**src/common/dpio_cfg.svh**
```systemverilog
// Purpose: constants for the dual port io block
// Assumes: aclk 250 MHz, 32-bit axi4-lite register bus
// Notes: byte offsets are aligned words
// Contract
// - first port direction one means input
// - analog select disables digital input buffer
// - analog pins read data as zero
// - absent first port regs read zero
// - first port pin n is channel n+8
// - second port has four pins, three bidirectional
// - second port direction one means high impedance
// - top second pin input only, direction one
// - second port read pins, write latch
// - data writes are read-modify-write; the code loads the latch from the whole low byte of write data
// - reset pin option forces top pin zero
// - second port direction drives even when analog
// - analog output pin still drives latch
// - first port eight pins, data and direction
`ifndef DPIO_CFG_SVH
`define DPIO_CFG_SVH
// ==========================================
// register byte offsets
`define DPIO_OFF_P1_DATA 12'h000
`define DPIO_OFF_P1_DIR 12'h004
`define DPIO_OFF_P1_ANSEL 12'h008
`define DPIO_OFF_P2_DATA 12'h00C
`define DPIO_OFF_P2_DIR 12'h010
`define DPIO_OFF_P2_ANSEL 12'h014
`define DPIO_OFF_CAP_CH 12'h018
// ==========================================
// reset values and fields
`define DPIO_RST_P1_DIR 8'hFF
`define DPIO_RST_P1_ANSEL 8'hFF
`define DPIO_RST_P2_DIR 4'hF
`define DPIO_RST_P2_ANSEL 3'h7
`define DPIO_CAP_CH_BASE 4'h8
`define DPIO_P2_TOP_BIT 3
`define DPIO_RESP_OKAY 2'b00
`define DPIO_RESP_SLVERR 2'b10
`endif

```
**src/common/dpio_pkg.sv**
```systemverilog
// Purpose: types for the dual port io block
// Assumes: nothing
// Notes: header carries the numbers
package dpio_pkg;
    // ==========================================
    // pin bundles
    typedef struct packed {
        logic [7:0] out;
        logic [7:0] oe;
    } dpio_p1_drive_s;
    typedef struct packed {
        logic [3:0] out;
        logic [3:0] oe;
    } dpio_p2_drive_s;
    typedef enum logic [2:0] {
        DPIO_W_IDLE = 3'b001,
        DPIO_W_RESP = 3'b010,
        DPIO_W_HOLD = 3'b100
    } dpio_wstate_e;
endpackage : dpio_pkg

```
**src/rtl/dpio_top.sv**
```systemverilog
// Purpose: two gpio ports with analog select, axi4-lite slave
// Assumes: single clock aclk, synchronous active-low reset
// Notes: analog input path zeroes digital reads
`timescale 1ns/1ps
`default_nettype none
`include "dpio_cfg.svh"
module dpio_top
    import dpio_pkg::*;
#(
    parameter bit HAS_FIRST_PORT = 1'b1
) (
    input wire logic aclk,
    input wire logic aresetn,
    input wire logic [11:0] s_axi_awaddr,
    input wire logic s_axi_awvalid,
    output logic s_axi_awready,
    input wire logic [31:0] s_axi_wdata,
    input wire logic [3:0] s_axi_wstrb,
    input wire logic s_axi_wvalid,
    output logic s_axi_wready,
    output logic [1:0] s_axi_bresp,
    output logic s_axi_bvalid,
    input wire logic s_axi_bready,
    input wire logic [11:0] s_axi_araddr,
    input wire logic s_axi_arvalid,
    output logic s_axi_arready,
    output logic [31:0] s_axi_rdata,
    output logic [1:0] s_axi_rresp,
    output logic s_axi_rvalid,
    input wire logic s_axi_rready,
    input wire logic [7:0] first_port_pins_in,
    output dpio_p1_drive_s first_port_drive,
    input wire logic [3:0] second_port_pins_in,
    output dpio_p2_drive_s second_port_drive,
    input wire logic external_reset_pin_option,
    output logic [7:0] first_port_analog_bit,
    output logic [3:0] cap_sense_channel_select
);
    // ==========================================
    // synchronised pin levels
    logic [7:0] p1_sync;
    logic [3:0] p2_sync;
    logic [0:0] opt_sync;
    dpio_sync #(.W(8)) u_sync_p1 (
        .aclk(aclk),
        .aresetn(aresetn),
        .d(first_port_pins_in),
        .q(p1_sync)
    );
    dpio_sync #(.W(4)) u_sync_p2 (
        .aclk(aclk),
        .aresetn(aresetn),
        .d(second_port_pins_in),
        .q(p2_sync)
    );
    dpio_sync #(.W(1)) u_sync_opt (
        .aclk(aclk),
        .aresetn(aresetn),
        .d(external_reset_pin_option),
        .q(opt_sync)
    );

    // ==========================================
    // registers
    logic [7:0] p1_latch_reg, p1_latch_next;
    logic [7:0] p1_dir_reg, p1_dir_next;
    logic [7:0] p1_ansel_reg, p1_ansel_next;
    logic [3:0] p2_latch_reg, p2_latch_next;
    logic [2:0] p2_dir_reg, p2_dir_next;
    logic [2:0] p2_ansel_reg, p2_ansel_next;
    logic [3:0] cap_ch_reg, cap_ch_next;
    dpio_wstate_e wst_reg, wst_next;
    logic [11:0] awaddr_reg, awaddr_next;
    logic aw_have_reg, aw_have_next;
    logic [31:0] wdata_reg, wdata_next;
    logic w_have_reg, w_have_next;
    logic [1:0] bresp_reg, bresp_next;
    logic rvalid_reg, rvalid_next;
    logic [31:0] rdata_reg, rdata_next;
    logic [1:0] rresp_reg, rresp_next;

    // pin views seen by software
    logic [7:0] p1_view;
    logic [3:0] p2_view;
    logic [7:0] p2_rd8;
    logic [3:0] p2_dir_full;
    logic [3:0] p2_ansel_full;

    // digital read of a pin set: analog pins read zero
    function automatic logic [7:0] digital_read(input logic [7:0] lvl, input logic [7:0] ana);
        digital_read = lvl & ~ana;
    endfunction : digital_read

    // strobe-merged low byte
    function automatic logic [7:0] merge_byte(input logic [7:0] old, input logic [31:0] wd,
                                              input logic [3:0] st);
        merge_byte = st[0] ? wd[7:0] : old;
    endfunction : merge_byte

    // ==========================================
    // pin views and drivers
    always_comb begin
        p2_dir_full = {1'b1, p2_dir_reg};
        p2_ansel_full = {1'b0, p2_ansel_reg};
        p1_view = HAS_FIRST_PORT ? digital_read(p1_sync, p1_ansel_reg) : 8'h00;
        p2_rd8 = digital_read({4'h0, p2_sync}, {4'h0, p2_ansel_full});
        p2_view = p2_rd8[3:0];
        if (opt_sync[0]) begin
            p2_view[`DPIO_P2_TOP_BIT] = 1'b0;
        end
    end

    // output driver: direction zero drives, analog select ignored
    always_comb begin
        first_port_drive.out = p1_latch_reg;
        first_port_drive.oe = HAS_FIRST_PORT ? ~p1_dir_reg : 8'h00;
        second_port_drive.out = p2_latch_reg;
        second_port_drive.oe = ~p2_dir_full;
    end
    assign first_port_analog_bit = HAS_FIRST_PORT ? p1_ansel_reg : 8'h00;
    // channel select names which first port pin senses: n+8
    assign cap_sense_channel_select = cap_ch_reg;

    // ==========================================
    // write channel and register update
    logic wr_fire;
    logic [7:0] wb;
    always_comb begin
        wst_next = wst_reg;
        awaddr_next = awaddr_reg;
        aw_have_next = aw_have_reg;
        wdata_next = wdata_reg;
        w_have_next = w_have_reg;
        bresp_next = bresp_reg;
        p1_latch_next = p1_latch_reg;
        p1_dir_next = p1_dir_reg;
        p1_ansel_next = p1_ansel_reg;
        p2_latch_next = p2_latch_reg;
        p2_dir_next = p2_dir_reg;
        p2_ansel_next = p2_ansel_reg;
        cap_ch_next = cap_ch_reg;
        wr_fire = 1'b0;
        wb = 8'h00;
        s_axi_awready = 1'b0;
        s_axi_wready = 1'b0;
        case (wst_reg)
            DPIO_W_IDLE: begin
                s_axi_awready = !aw_have_reg;
                s_axi_wready = !w_have_reg;
                if (s_axi_awvalid && !aw_have_reg) begin
                    awaddr_next = s_axi_awaddr;
                    aw_have_next = 1'b1;
                end
                if (s_axi_wvalid && !w_have_reg) begin
                    wdata_next = s_axi_wdata;
                    w_have_next = 1'b1;
                end
                if (aw_have_reg && w_have_reg) begin
                    wst_next = DPIO_W_RESP;
                end
            end
            DPIO_W_RESP: begin
                wr_fire = 1'b1;
                bresp_next = `DPIO_RESP_OKAY;
                // merge_byte gets strobe 4'h1: the latch takes the whole low byte of write data, no bit from the pins
                if (awaddr_reg == `DPIO_OFF_P1_DATA) begin
                    wb = merge_byte(p1_view, wdata_reg, 4'h1);
                    if (HAS_FIRST_PORT) begin
                        p1_latch_next = wb;
                    end
                end else if (awaddr_reg == `DPIO_OFF_P1_DIR) begin
                    if (HAS_FIRST_PORT) begin
                        p1_dir_next = wdata_reg[7:0];
                    end
                end else if (awaddr_reg == `DPIO_OFF_P1_ANSEL) begin
                    if (HAS_FIRST_PORT) begin
                        p1_ansel_next = wdata_reg[7:0];
                    end
                end else if (awaddr_reg == `DPIO_OFF_P2_DATA) begin
                    wb = merge_byte({4'h0, p2_view}, wdata_reg, 4'h1);
                    p2_latch_next = wb[3:0];
                end else if (awaddr_reg == `DPIO_OFF_P2_DIR) begin
                    p2_dir_next = wdata_reg[2:0];
                end else if (awaddr_reg == `DPIO_OFF_P2_ANSEL) begin
                    p2_ansel_next = wdata_reg[2:0];
                end else if (awaddr_reg == `DPIO_OFF_CAP_CH) begin
                    cap_ch_next = wdata_reg[3:0];
                end else begin
                    bresp_next = `DPIO_RESP_SLVERR;
                end
                aw_have_next = 1'b0;
                w_have_next = 1'b0;
                wst_next = DPIO_W_HOLD;
            end
            DPIO_W_HOLD: begin
                if (s_axi_bready) begin
                    wst_next = DPIO_W_IDLE;
                end
            end
            default: begin
                wst_next = DPIO_W_IDLE;
            end
        endcase
    end
    assign s_axi_bvalid = (wst_reg == DPIO_W_HOLD);
    assign s_axi_bresp = bresp_reg;

    // ==========================================
    // read channel
    logic [31:0] rd_word;
    logic rd_bad;
    always_comb begin
        rd_word = 32'h0000_0000;
        rd_bad = 1'b0;
        if (s_axi_araddr == `DPIO_OFF_P1_DATA) begin
            rd_word = {24'h00_0000, p1_view};
        end else if (s_axi_araddr == `DPIO_OFF_P1_DIR) begin
            rd_word = {24'h00_0000, HAS_FIRST_PORT ? p1_dir_reg : 8'h00};
        end else if (s_axi_araddr == `DPIO_OFF_P1_ANSEL) begin
            rd_word = {24'h00_0000, first_port_analog_bit};
        end else if (s_axi_araddr == `DPIO_OFF_P2_DATA) begin
            rd_word = {28'h000_0000, p2_view};
        end else if (s_axi_araddr == `DPIO_OFF_P2_DIR) begin
            rd_word = {28'h000_0000, p2_dir_full};
        end else if (s_axi_araddr == `DPIO_OFF_P2_ANSEL) begin
            rd_word = {29'h0000_0000, p2_ansel_reg};
        end else if (s_axi_araddr == `DPIO_OFF_CAP_CH) begin
            rd_word = {28'h000_0000, cap_ch_reg};
        end else begin
            rd_bad = 1'b1;
        end
        s_axi_arready = !rvalid_reg;
        rvalid_next = rvalid_reg;
        rdata_next = rdata_reg;
        rresp_next = rresp_reg;
        if (rvalid_reg && s_axi_rready) begin
            rvalid_next = 1'b0;
        end else if (!rvalid_reg && s_axi_arvalid) begin
            rvalid_next = 1'b1;
            rdata_next = rd_word;
            rresp_next = rd_bad ? `DPIO_RESP_SLVERR : `DPIO_RESP_OKAY;
        end
    end
    assign s_axi_rvalid = rvalid_reg;
    assign s_axi_rdata = rdata_reg;
    assign s_axi_rresp = rresp_reg;

    // ==========================================
    // state registers
    always_ff @(posedge aclk) begin
        if (!aresetn) begin
            wst_reg <= DPIO_W_IDLE;
            awaddr_reg <= 12'h000;
            aw_have_reg <= 1'b0;
            wdata_reg <= 32'h0000_0000;
            w_have_reg <= 1'b0;
            bresp_reg <= 2'b00;
            rvalid_reg <= 1'b0;
            rdata_reg <= 32'h0000_0000;
            rresp_reg <= 2'b00;
            p1_latch_reg <= 8'h00;
            p1_dir_reg <= `DPIO_RST_P1_DIR;
            p1_ansel_reg <= `DPIO_RST_P1_ANSEL;
            p2_latch_reg <= 4'h0;
            p2_dir_reg <= 3'h7;
            p2_ansel_reg <= `DPIO_RST_P2_ANSEL;
            cap_ch_reg <= 4'h0;
        end else begin
            wst_reg <= wst_next;
            awaddr_reg <= awaddr_next;
            aw_have_reg <= aw_have_next;
            wdata_reg <= wdata_next;
            w_have_reg <= w_have_next;
            bresp_reg <= bresp_next;
            rvalid_reg <= rvalid_next;
            rdata_reg <= rdata_next;
            rresp_reg <= rresp_next;
            p1_latch_reg <= p1_latch_next;
            p1_dir_reg <= p1_dir_next;
            p1_ansel_reg <= p1_ansel_next;
            p2_latch_reg <= p2_latch_next;
            p2_dir_reg <= p2_dir_next;
            p2_ansel_reg <= p2_ansel_next;
            cap_ch_reg <= cap_ch_next;
        end
    end

    // ==========================================
    // checks
    a_p1_dir_drive: assert property (@(posedge aclk) disable iff (!aresetn)
        first_port_drive.oe == (HAS_FIRST_PORT ? ~p1_dir_reg : 8'h00))
        else $error("first port enable disagrees with direction");
    a_p2_top_input: assert property (@(posedge aclk) disable iff (!aresetn)
        !second_port_drive.oe[3])
        else $error("input only pin driven");
    a_p2_dir_hiz: assert property (@(posedge aclk) disable iff (!aresetn)
        second_port_drive.oe == ~p2_dir_full)
        else $error("second port enable disagrees with direction");
    a_analog_read_zero: assert property (@(posedge aclk) disable iff (!aresetn)
        (s_axi_arvalid && s_axi_arready && s_axi_araddr == `DPIO_OFF_P1_DATA)
        |=> ((s_axi_rdata[7:0] & $past(p1_ansel_reg)) == 8'h00))
        else $error("analog pin read nonzero");
    a_opt_top_zero: assert property (@(posedge aclk) disable iff (!aresetn)
        (s_axi_arvalid && s_axi_arready && s_axi_araddr == `DPIO_OFF_P2_DATA && opt_sync[0])
        |=> !s_axi_rdata[3])
        else $error("top pin read one under reset option");
    a_dir_read_one: assert property (@(posedge aclk) disable iff (!aresetn)
        (s_axi_arvalid && s_axi_arready && s_axi_araddr == `DPIO_OFF_P2_DIR)
        |=> s_axi_rdata[3])
        else $error("top direction bit read zero");
    a_absent_zero: assert property (@(posedge aclk) disable iff (!aresetn)
        (s_axi_arvalid && s_axi_arready && s_axi_araddr == `DPIO_OFF_P1_ANSEL)
        |=> s_axi_rdata[7:0] == (HAS_FIRST_PORT ? $past(p1_ansel_reg) : 8'h00))
        else $error("absent first port shows state");
    a_sync_delay: assert property (@(posedge aclk) disable iff (!aresetn)
        $past(aresetn, 2) |-> p2_sync == $past(second_port_pins_in, 2))
        else $error("pin sync not two stages");
    a_analog_drives: assert property (@(posedge aclk) disable iff (!aresetn)
        first_port_drive.out == p1_latch_reg)
        else $error("latch not driven");
endmodule : dpio_top
`default_nettype wire

```
**src/rtl/dpio_sync.sv**
```systemverilog
// Purpose: two-flop synchroniser for pin levels
// Assumes: async inputs
// Notes: first stage read only by second
`timescale 1ns/1ps
`default_nettype none
module dpio_sync #(
    parameter int W = 8
) (
    input wire logic aclk,
    input wire logic aresetn,
    input wire logic [W-1:0] d,
    output logic [W-1:0] q
);
    logic [W-1:0] s1_reg;
    logic [W-1:0] s2_reg;
    // ==========================================
    // two stages, reset to zero
    always_ff @(posedge aclk) begin
        if (!aresetn) begin
            s1_reg <= '0;
            s2_reg <= '0;
        end else begin
            s1_reg <= d;
            s2_reg <= s1_reg;
        end
    end
    assign q = s2_reg;
endmodule : dpio_sync
`default_nettype wire

```
**config.mk**
```make
export PLATFORM = sky130hd
export DESIGN_NAME = dpio_top
export DESIGN_NICKNAME = d
export VERILOG_FILES = /design/src/common/dpio_pkg.sv /design/src/rtl/dpio_top.sv /design/src/rtl/dpio_sync.sv
export VERILOG_INCLUDE_DIRS = /design/src /design/src/common
export SDC_FILE = /design/constraint.sdc
export NUM_CORES = 1
export LEC_CHECK = 0
export BUFFER_PORTS_ARGS = -buffer_cell sky130_fd_sc_hd__buf_4
export CAP_MARGIN = 15
export CORE_UTILIZATION = 49
export DETAILED_ROUTE_END_ITERATION = 8
export GPL_ROUTABILITY_DRIVEN = 1
export GPL_TIMING_DRIVEN = 0
export PLACE_DENSITY = 0.79
export SYNTH_ARGS = -nofsm -noshare
export SYNTH_HDL_FRONTEND = slang
export SYNTH_SLANG_ARGS = --single-unit
```
**constraint.sdc**
```tcl
create_clock -name aclk -period 2.26 [get_ports aclk]
set_input_delay 0 -clock aclk [delete_from_list [all_inputs] [get_ports aclk]]
set_output_delay 0 -clock aclk [all_outputs]
set_load 0.05 [all_outputs]
```
==> results of run 1 <==
cell families (layout without fill, tap and decap cells):
family / after synthesis / count (layout)
other: 1 / 27
XOR/XNOR: 1 / 1
multiplexers: 35 / 35
flip-flops: 100 / 100
AO/OA/AOI/OAI: 84 / 84
buffers and inverters: 78 / 230
AND/OR/NAND/NOR: 188 / 188
per-stage QoR:
step / hold WS [ps] / cell area (um2) / cells / util, %
floorplan: 127 / 4400 / 513 / -
global placement: 211 / 5290 / 718 / 63.4
detailed placement: 212 / 5290 / 718 / 63.4
CTS: 4.58 / 5820 / 770 / 69.7
global route: 19.4 / 5820 / 770 / 69.8
finish: 15.1 / 5820 / 770 / 69.8
path summary, 6_finish.rpt:
path                  startpoint              end  slack [ps]
min                s_axi_awvalid    awaddr_reg[0]          20
max                   wst_reg[0]     s_axi_wready         290
min reg2reg  u_sync_p1.s1_reg[5]   u_sync_p1.q[5]         440
max reg2reg           wst_reg[1]  p1_latch_reg[6]         410
worst min-delay path, cell delays in order:
cell and delay (ps):
buf_4 110, nand2_1 90, nand2_1 80, a21oi_1 50
synthesized netlist by cell type (all sizes together) (3+ instances only):
cell type,n,area share (%)
a22oi,11,1.9
nor3,5,0.58
nand4,4,0.73
nor4,4,1.6
o21ai,13,1.5
o31ai,4,0.70
nand2,53,4.6
nor2b,10,1.5
nand2b,7,1.0
o21a,6,1.0
o41a,6,1.6
nor4b,3,0.76
dfxtp,100,46
mux2i,35,8.1
inv,17,1.5
buf,36,5.8
and2,26,3.8
nor2,39,3.4
clkbuf,24,2.1
a21oi,32,3.7
nand3,26,3.0
report_power, final:
part	switching [mW]	total, mW	leakage (nW)	internal [mW]
Combinational	0.631	1.01	1.73	0.378
Sequential	0.0660	1.93	0.817	1.87
Clock	0.602	0.996	0.0714	0.394
Total	1.30	3.94	2.61	2.64
final cells by class:
cell class              instances  area [um2]
inverters                      18        67.6
clock inverters                 4        27.5
repair buffers                137        1120
well taps                     105         131
plain buffers                  60         340
flip-flops and latches        100        2000
fillers                       672        2520
clock buffers                  11         131
multi-input cells             335        2000
per-layer routing:
| layer | routed length [um] | track usage (%) |
|---|---|---|
| met1 | 4780 | 32.4 |
| met2 | 5500 | 42.5 |
| met3 | 726 | 5.29 |
| met4 | 225 | 7.71 |
| met5 | 0 | 0 |
placed cells by master, fill, tap and decap left out, types with 6 or more instances in the layout:
cell / synthesis / final
nor2_1: 39 / 39
nand2_1: 53 / 53
clkbuf_8: 0 / 9
buf_4: 27 / 127
dlygate4sd3_1: 0 / 37
inv_1: 17 / 17
dfxtp_1: 100 / 100
clkbuf_1: 24 / 26
o21ai_0: 13 / 13
a21oi_1: 32 / 32
nand2b_1: 7 / 7
conb_1: 1 / 27
nor2b_1: 10 / 10
nand3_1: 26 / 26
a22oi_1: 11 / 11
o41a_1: 6 / 6
o21a_1: 6 / 6
mux2i_1: 35 / 35
and2_1: 26 / 26
repair_timing:
item,4_1_cts,5_1_grt
resized for setup,0,1
endpoints found under the hold margin,36,0
setup endpoints to repair,0,1
buffers inserted,0,0
hold buffers,37,0
==> out/results.tsv, run 1 <==
metric	value	unit
outcome	complete, no violations	
powerDensity	676	nW/um2
cts.sinks	100	
insertion_delay	360	ps
rsz0062_at_grt	false	
critPathSlowestCell	clkbuf_1	
routed_wirelength	11200	um
cts_tree	yes	
hold_depth	4	
grt_max_degree	16	
dieArea	9170	um2
grt_overflow	0	
fin_ws	287	ps
synthArstFlopShare	0	%
tns	0	ps
dp_slack	431	ps
port_buffers	100	
grt_usage	25.2	%
path_cells	buf_2 -> nor4b_1 -> clkbuf_1 -> buf_4	
critPathRequiredTime	2260	ps
r2r_cells	5	
cts_root_buffer	clkbuf_8	
synthCells	487	
setup_viol	0	
diodes	0	
endpoint_kind	output port	
final_antenna_net_count	0	
start_util	51.6	%
post-route-min-period	1970	ps
area_growth	35.2	%
seq_area_frac_synth	46.5	%
antenna_found_initial	0	
die_w	95.8	um
period_share	87.3	%
coreArea	8340	um2
routedWlPerCell	14.6	um
yosys.area_share.adder	0	%
drv_cap	0	
yosysWarnings	0	
drv_slew	0	
synth_mux_area_share	8.13	%
synth_cell_types	47	
clk_path_buf_depth	2	
clk_transition_reported_paths	90	ps
finalPower	3.94	mW
hpwl	7980	um
largest_register_ffs	12	
rows	33	
p_leak	2.61	nW
yosys.area_share.simple	23.0	%
htree_levels	3	
drtIter0Drc	211	
crit_cells	4	
grt_pass1_vias	3689	
worst_pin_slew	740	ps
die_h	95.8	um
max_stage_delay	440	ps
max_freq	507	MHz
crit_buf_inv	3	
vias	4020	
gp_congestion	0.893	
synth-edff-count	0	
drc	0	
syn_area_per_cell	8.84	um2
vdd_ir_drop_max	0.610	mV
synth_compound_area_share	12.7	%
relSlewSlack	50.3	%
worst-path-max-fanout	10	
grt_pass1_wl	17600	um
syn_area	4310	um2
synth-xor-area-share	0.203	%
nets	741	
synth_seq_cells	100	
via_per_inst	5.22	
synth_top_family_by_area	simple AND/OR/NAND/NOR gates	
cts_buffers	9	
firstDrtPassIters	7	
io_pins	157	
final.setup_skew	12.4	ps
critPathTopFamily	buffers and inverters	
ys.flop_type	dfxtp_1	
hold_viol_final	0	
crit_type	reg -> out	
cp.arrival	1970	ps
start_kind	flip-flop	
drive_above_1_share	22.9	%
hold_path.class	in -> reg	
Note: power is estimated with default switching activity, not from simulation.
==> inputs of run 2 (changes only) <==
GPL_TIMING_DRIVEN = unset   (was 0)
==> run 2 against run 1 <==
Effect of this change:
- clock power up 15%
- setup slack worse by 110 ps
- flip-flop and latch count unchanged
- largest cell class unchanged
- highest routed layer unchanged
==> out/results.tsv, run 2 (synthesis results as in run 1) <==
metric	value	unit
tns	0	ps
worst-path-max-fanout	10	
final_antenna_net_count	0	
final.setup_skew	15.9	ps
start_util	51.6	%
drive_above_1_share	21.1	%
diodes	0	
stdcell_count	739	
htree_levels	3	
coreArea	8340	um2
max_stage_delay	580	ps
post-route-min-period	2080	ps
r2r_cells	5	
cts_setup_buffers	0	
critPathSlowestCell	dfxtp_1	
vdd_ir_drop_max	0.529	mV
grt_usage	23.8	%
drv_slew	0	
drv_cap	0	
finalPower	4.13	mW
area_growth	34.5	%
drtIter0Drc	260	
crit_type	reg -> reg	
reg2reg_to	wdata_reg[7]	
rr_startpoint	wst_reg[0]	
vias	3843	
path_cells	nor4b_4 -> buf_4 -> nand3_1 -> dlygate4sd3_1 -> a21oi_1	
place_inst	668	
holdPathEnd	s_axi_rdata[0]	
die_w	95.8	um
p_leak	2.53	nW
period_share	92.0	%
worstHoldStart	s_axi_araddr[4]	
routedWlPerCell	14.2	um
clk_transition_reported_paths	100	ps
hold_depth	3	
hold_viol_final	0	
postPlaceCellArea	5030	um2
outcome	complete, no violations	
post-route-util	69.4	%
die_h	95.8	um
dieArea	9170	um2
cts_buffers	9	
firstDrtPassIters	5	
hpwl	6980	um
mostFrequentLayoutCells	buf_4, dfxtp_1, dlygate4sd3_1, nand2_1, nor2_1	
via_per_inst	5.20	
gp_congestion	0.823	
grt_pass1_wl	16700	um
critPathRequiredTime	2560	ps
routed_wirelength	10500	um
max_freq	481	MHz
insertion_delay	370	ps
cts_root_buffer	clkbuf_8	
io_pins	157	
whs	8.96	ps
hold_path.class	in -> reg	
grt_overflow	0	
fin_ws	181	ps
final_common_cell	buf_4	
grt_max_degree	45	
clk_path_buf_depth	2	
stdcell_area	5790	um2
nets	709	
start_kind	flip-flop	
powerDensity	713	nW/um2
cts_tree	yes	
antenna_found_initial	0	
rows	33	
rsz0062_at_grt	false	
port_buffers	101	
setup_viol	0	
largest_register_ffs	12	
rrSetupSlack	180	ps
drc	0	
grt_pass1_vias	3612	
cts.sinks	100	
endpoint_kind	flip-flop	
dp_slack	382	ps
cp.arrival	2380	ps
## run 2: cell types whose count changed in the layout (fill, tap and decap cells not counted), moves of 3 or more
cell	before	now
buf_2	5	0
dlygate4sd3_1	37	55
buf_1	3	0
buf_4	127	110
clkbuf_1	26	0
## run 2: report_power, final
part / leakage (nW) / switching (mW) / internal [mW]
Clock: 0.100 / 0.632 / 0.518
Combinational: 1.61 / 0.583 / 0.417
Sequential: 0.817 / 0.110 / 1.87
Total: 2.53 / 1.33 / 2.80
## run 2: layer usage
metal	up-vias	share of wire (%)	GRT usage, %
li1	1881	-	-
met1	1808	42	29.2
met2	134	51	41.8
met3	20	4.7	4.34
met4	0	1.7	7.96
met5	-	0	0
## run 2: worst max-delay path, delay by kind of cell, from the launching register on
family                 cells  cell delay [ps]
buffers and inverters      2              800
DFF                        1              580
and+or+nand+nor            2              520
AOI/OAI and AO/OA          1              120
## run 2: area by class of cell
type | instances | area [um2]
fill | 649 | 2550
multi-input combinational | 335 | 2020
sequential | 100 | 2000
timing repair buffer | 165 | 1380
tap | 105 | 131
clock buffer | 9 | 124
clock inverter | 7 | 73.8
inverter | 18 | 67.6
## run 2: worst max-delay path by stage
stage	from	to	slack [ps]	depth (start not counted)
final	wst_reg[0]	wdata_reg[7]	180	5
after global routing	wst_reg[0]	wdata_reg[2]	70	5
after CTS	wst_reg[0]	wdata_reg[1]	50	5
after detailed placement	wst_reg[1]	p1_dir_reg[3]	380	4
after global placement	wst_reg[1]	p1_dir_reg[6]	430	4
after floorplan	wst_reg[0]	wst_reg[1]	370	5
## run 2: repair_timing
action                     CTS  global route
hold buffers                55             0
setup endpoints to repair    0             7
hold endpoints to repair    36             0
gates resized for setup      0             1
==> inputs of run 3 (changes only) <==
CELL_PAD_IN_SITES_DETAIL_PLACEMENT = 0   (was unset)
CELL_PAD_IN_SITES_GLOBAL_PLACEMENT = 2   (was unset)
CORE_UTILIZATION = 28   (was 49)
PLACE_DENSITY = unset   (was 0.79)
PLACE_DENSITY_LB_ADDON = 0.1   (was unset)
==> run 3 against run 2 <==
Effect of this change:
- hold slack improved by 8.7 ps
- critical path depth unchanged
- routed wire length increased by 11%
- largest cell class unchanged
==> out/results.tsv, run 3 (synthesis results as in run 1) <==
metric	value	unit
cts.sinks	100	
p_seq_share	43.9	%
mostFrequentLayoutCells	buf_4, dfxtp_1, nand2_1, dlygate4sd3_1, nor2_1	
power_frac_comb	21.4	%
dieArea	15900	um2
cts_tree	yes	
firstDrtPassIters	4	
gp_congestion	0.706	
critPathSlowestCell	dfxtp_1	
path_cells	nor4b_2 -> buf_4 -> nand3_1 -> dlygate4sd3_1 -> a21oi_1	
vdd_ir_drop_max	0.442	mV
tns	0	ps
grt_overflow	0	
setup_viol	0	
antenna_found_initial	0	
start_util	29.2	%
powerDensity	764	nW/um2
vias	3702	
drv_slew	0	
outcome	complete, no violations	
io_pins	157	
period_share	90.8	%
final_antenna_net_count	0	
clk_transition_reported_paths	60	ps
grt_usage	15.2	%
drive_above_1_share	21.3	%
r2r_cells	5	
swShare	30.4	%
max_freq	487	MHz
grt_pass1_wl	18700	um
cp.arrival	2330	ps
worst-path-max-fanout	13	
net-switching-power	1.37	mW
coreArea	14800	um2
area_growth	36.8	%
power.internal	3.14	mW
via_per_inst	4.59	
rsz0062_at_grt	false	
start_kind	flip-flop	
max_stage_delay	570	ps
htree_levels	3	
hpwl	8290	um
die_w	126	um
clk_path_buf_depth	2	
hold_viol_final	0	
critPathRequiredTime	2540	ps
seq_area	2000	um2
drv_cap	0	
drc	0	
drtIter0Drc	187	
grt_max_degree	45	
stdcell_area	5890	um2
port_buffers	101	
hold_depth	3	
multiInputGateArea	2020	um2
routedWlPerCell	14.5	um
rows	44	
crit_type	reg -> reg	
die_h	126	um
cts_root_buffer	clkbuf_16	
fin_ws	207	ps
largest_register_ffs	12	
final.setup_skew	6.53	ps
postPlaceCellArea	5130	um2
cts_buffers	9	
insertion_delay	350	ps
post-route-util	39.9	%
post-route-min-period	2050	ps
dp_slack	318	ps
p_leak	2.54	nW
stdcell_count	807	
place_inst	747	
fillers	1524	
diodes	0	
hold_path.class	in -> reg	
nets	699	
final_common_cell	buf_4	
grt_pass1_vias	3606	
endpoint_kind	flip-flop	
routed_wirelength	11700	um
pwr-share-clk	34.7	%
## run 3: power groups by stage
stage / sequential (mW) / clock (mW) / combinational [mW]
after global placement: 2.01 / 0 / 0.872
after floorplan: 2.00 / 0 / 0.653
after CTS: 1.98 / 1.63 / 0.966
after detailed placement: 2.01 / 0 / 0.877
after global routing: 2.00 / 1.70 / 1.05
final: 1.98 / 1.56 / 0.963
## run 3: critical path, delay by kind of cell (launching register included)
family,cells,cell delay (ps)
compound gates,1,120
buf+inv,2,830
simple gates,2,480
flops,1,570
## run 3: final timing paths
path,startpoint,end,slack [ps]
setup / recovery,wst_reg[0],awaddr_reg[7],210
setup reg to reg,wst_reg[0],awaddr_reg[7],210
hold / removal,s_axi_awvalid,awaddr_reg[8],20
hold reg to reg,u_sync_p1.s1_reg[6],u_sync_p1.q[6],430
## run 3: what timing repair did
| action | in CTS | in global routing |
|---|---|---|
| gates resized for setup | 0 | 1 |
| hold endpoints to repair | 36 | 0 |
| buffers inserted | 0 | 0 |
| hold buffers | 45 | 0 |
| endpoints found under the setup margin | 0 | 2 |
## run 3: layout make-up
class | instances | area share [%]
timing repair buffer | 155 | 21.7
clock inverter | 5 | 1.04
inverter | 18 | 1.15
sequential | 100 | 34.0
tap | 184 | 3.91
clock buffer | 10 | 4.06
multi-input combinational | 335 | 34.2
## run 3: through the flow
stage | hold WS (ps) | total power [mW]
2_1_floorplan | 127 | 2.65
3_3_place_gp | 211 | 2.88
3_5_place_dp | 210 | 2.89
4_1_cts | 0.120 | 4.57
5_1_grt | 18.0 | 4.74
6_report | 17.6 | 4.50
## run 3: per-layer routing
| metal | global-route usage, % | share of wire (%) | up-vias |
|---|---|---|---|
| met2 | 25.8 | 50 | 92 |
| met4 | 4.25 | 0.83 | 0 |
| li1 | - | - | 1871 |
| met5 | 0 | 0 | - |
| met1 | 18.6 | 45 | 1734 |
| met3 | 4.46 | 4.4 | 5 |
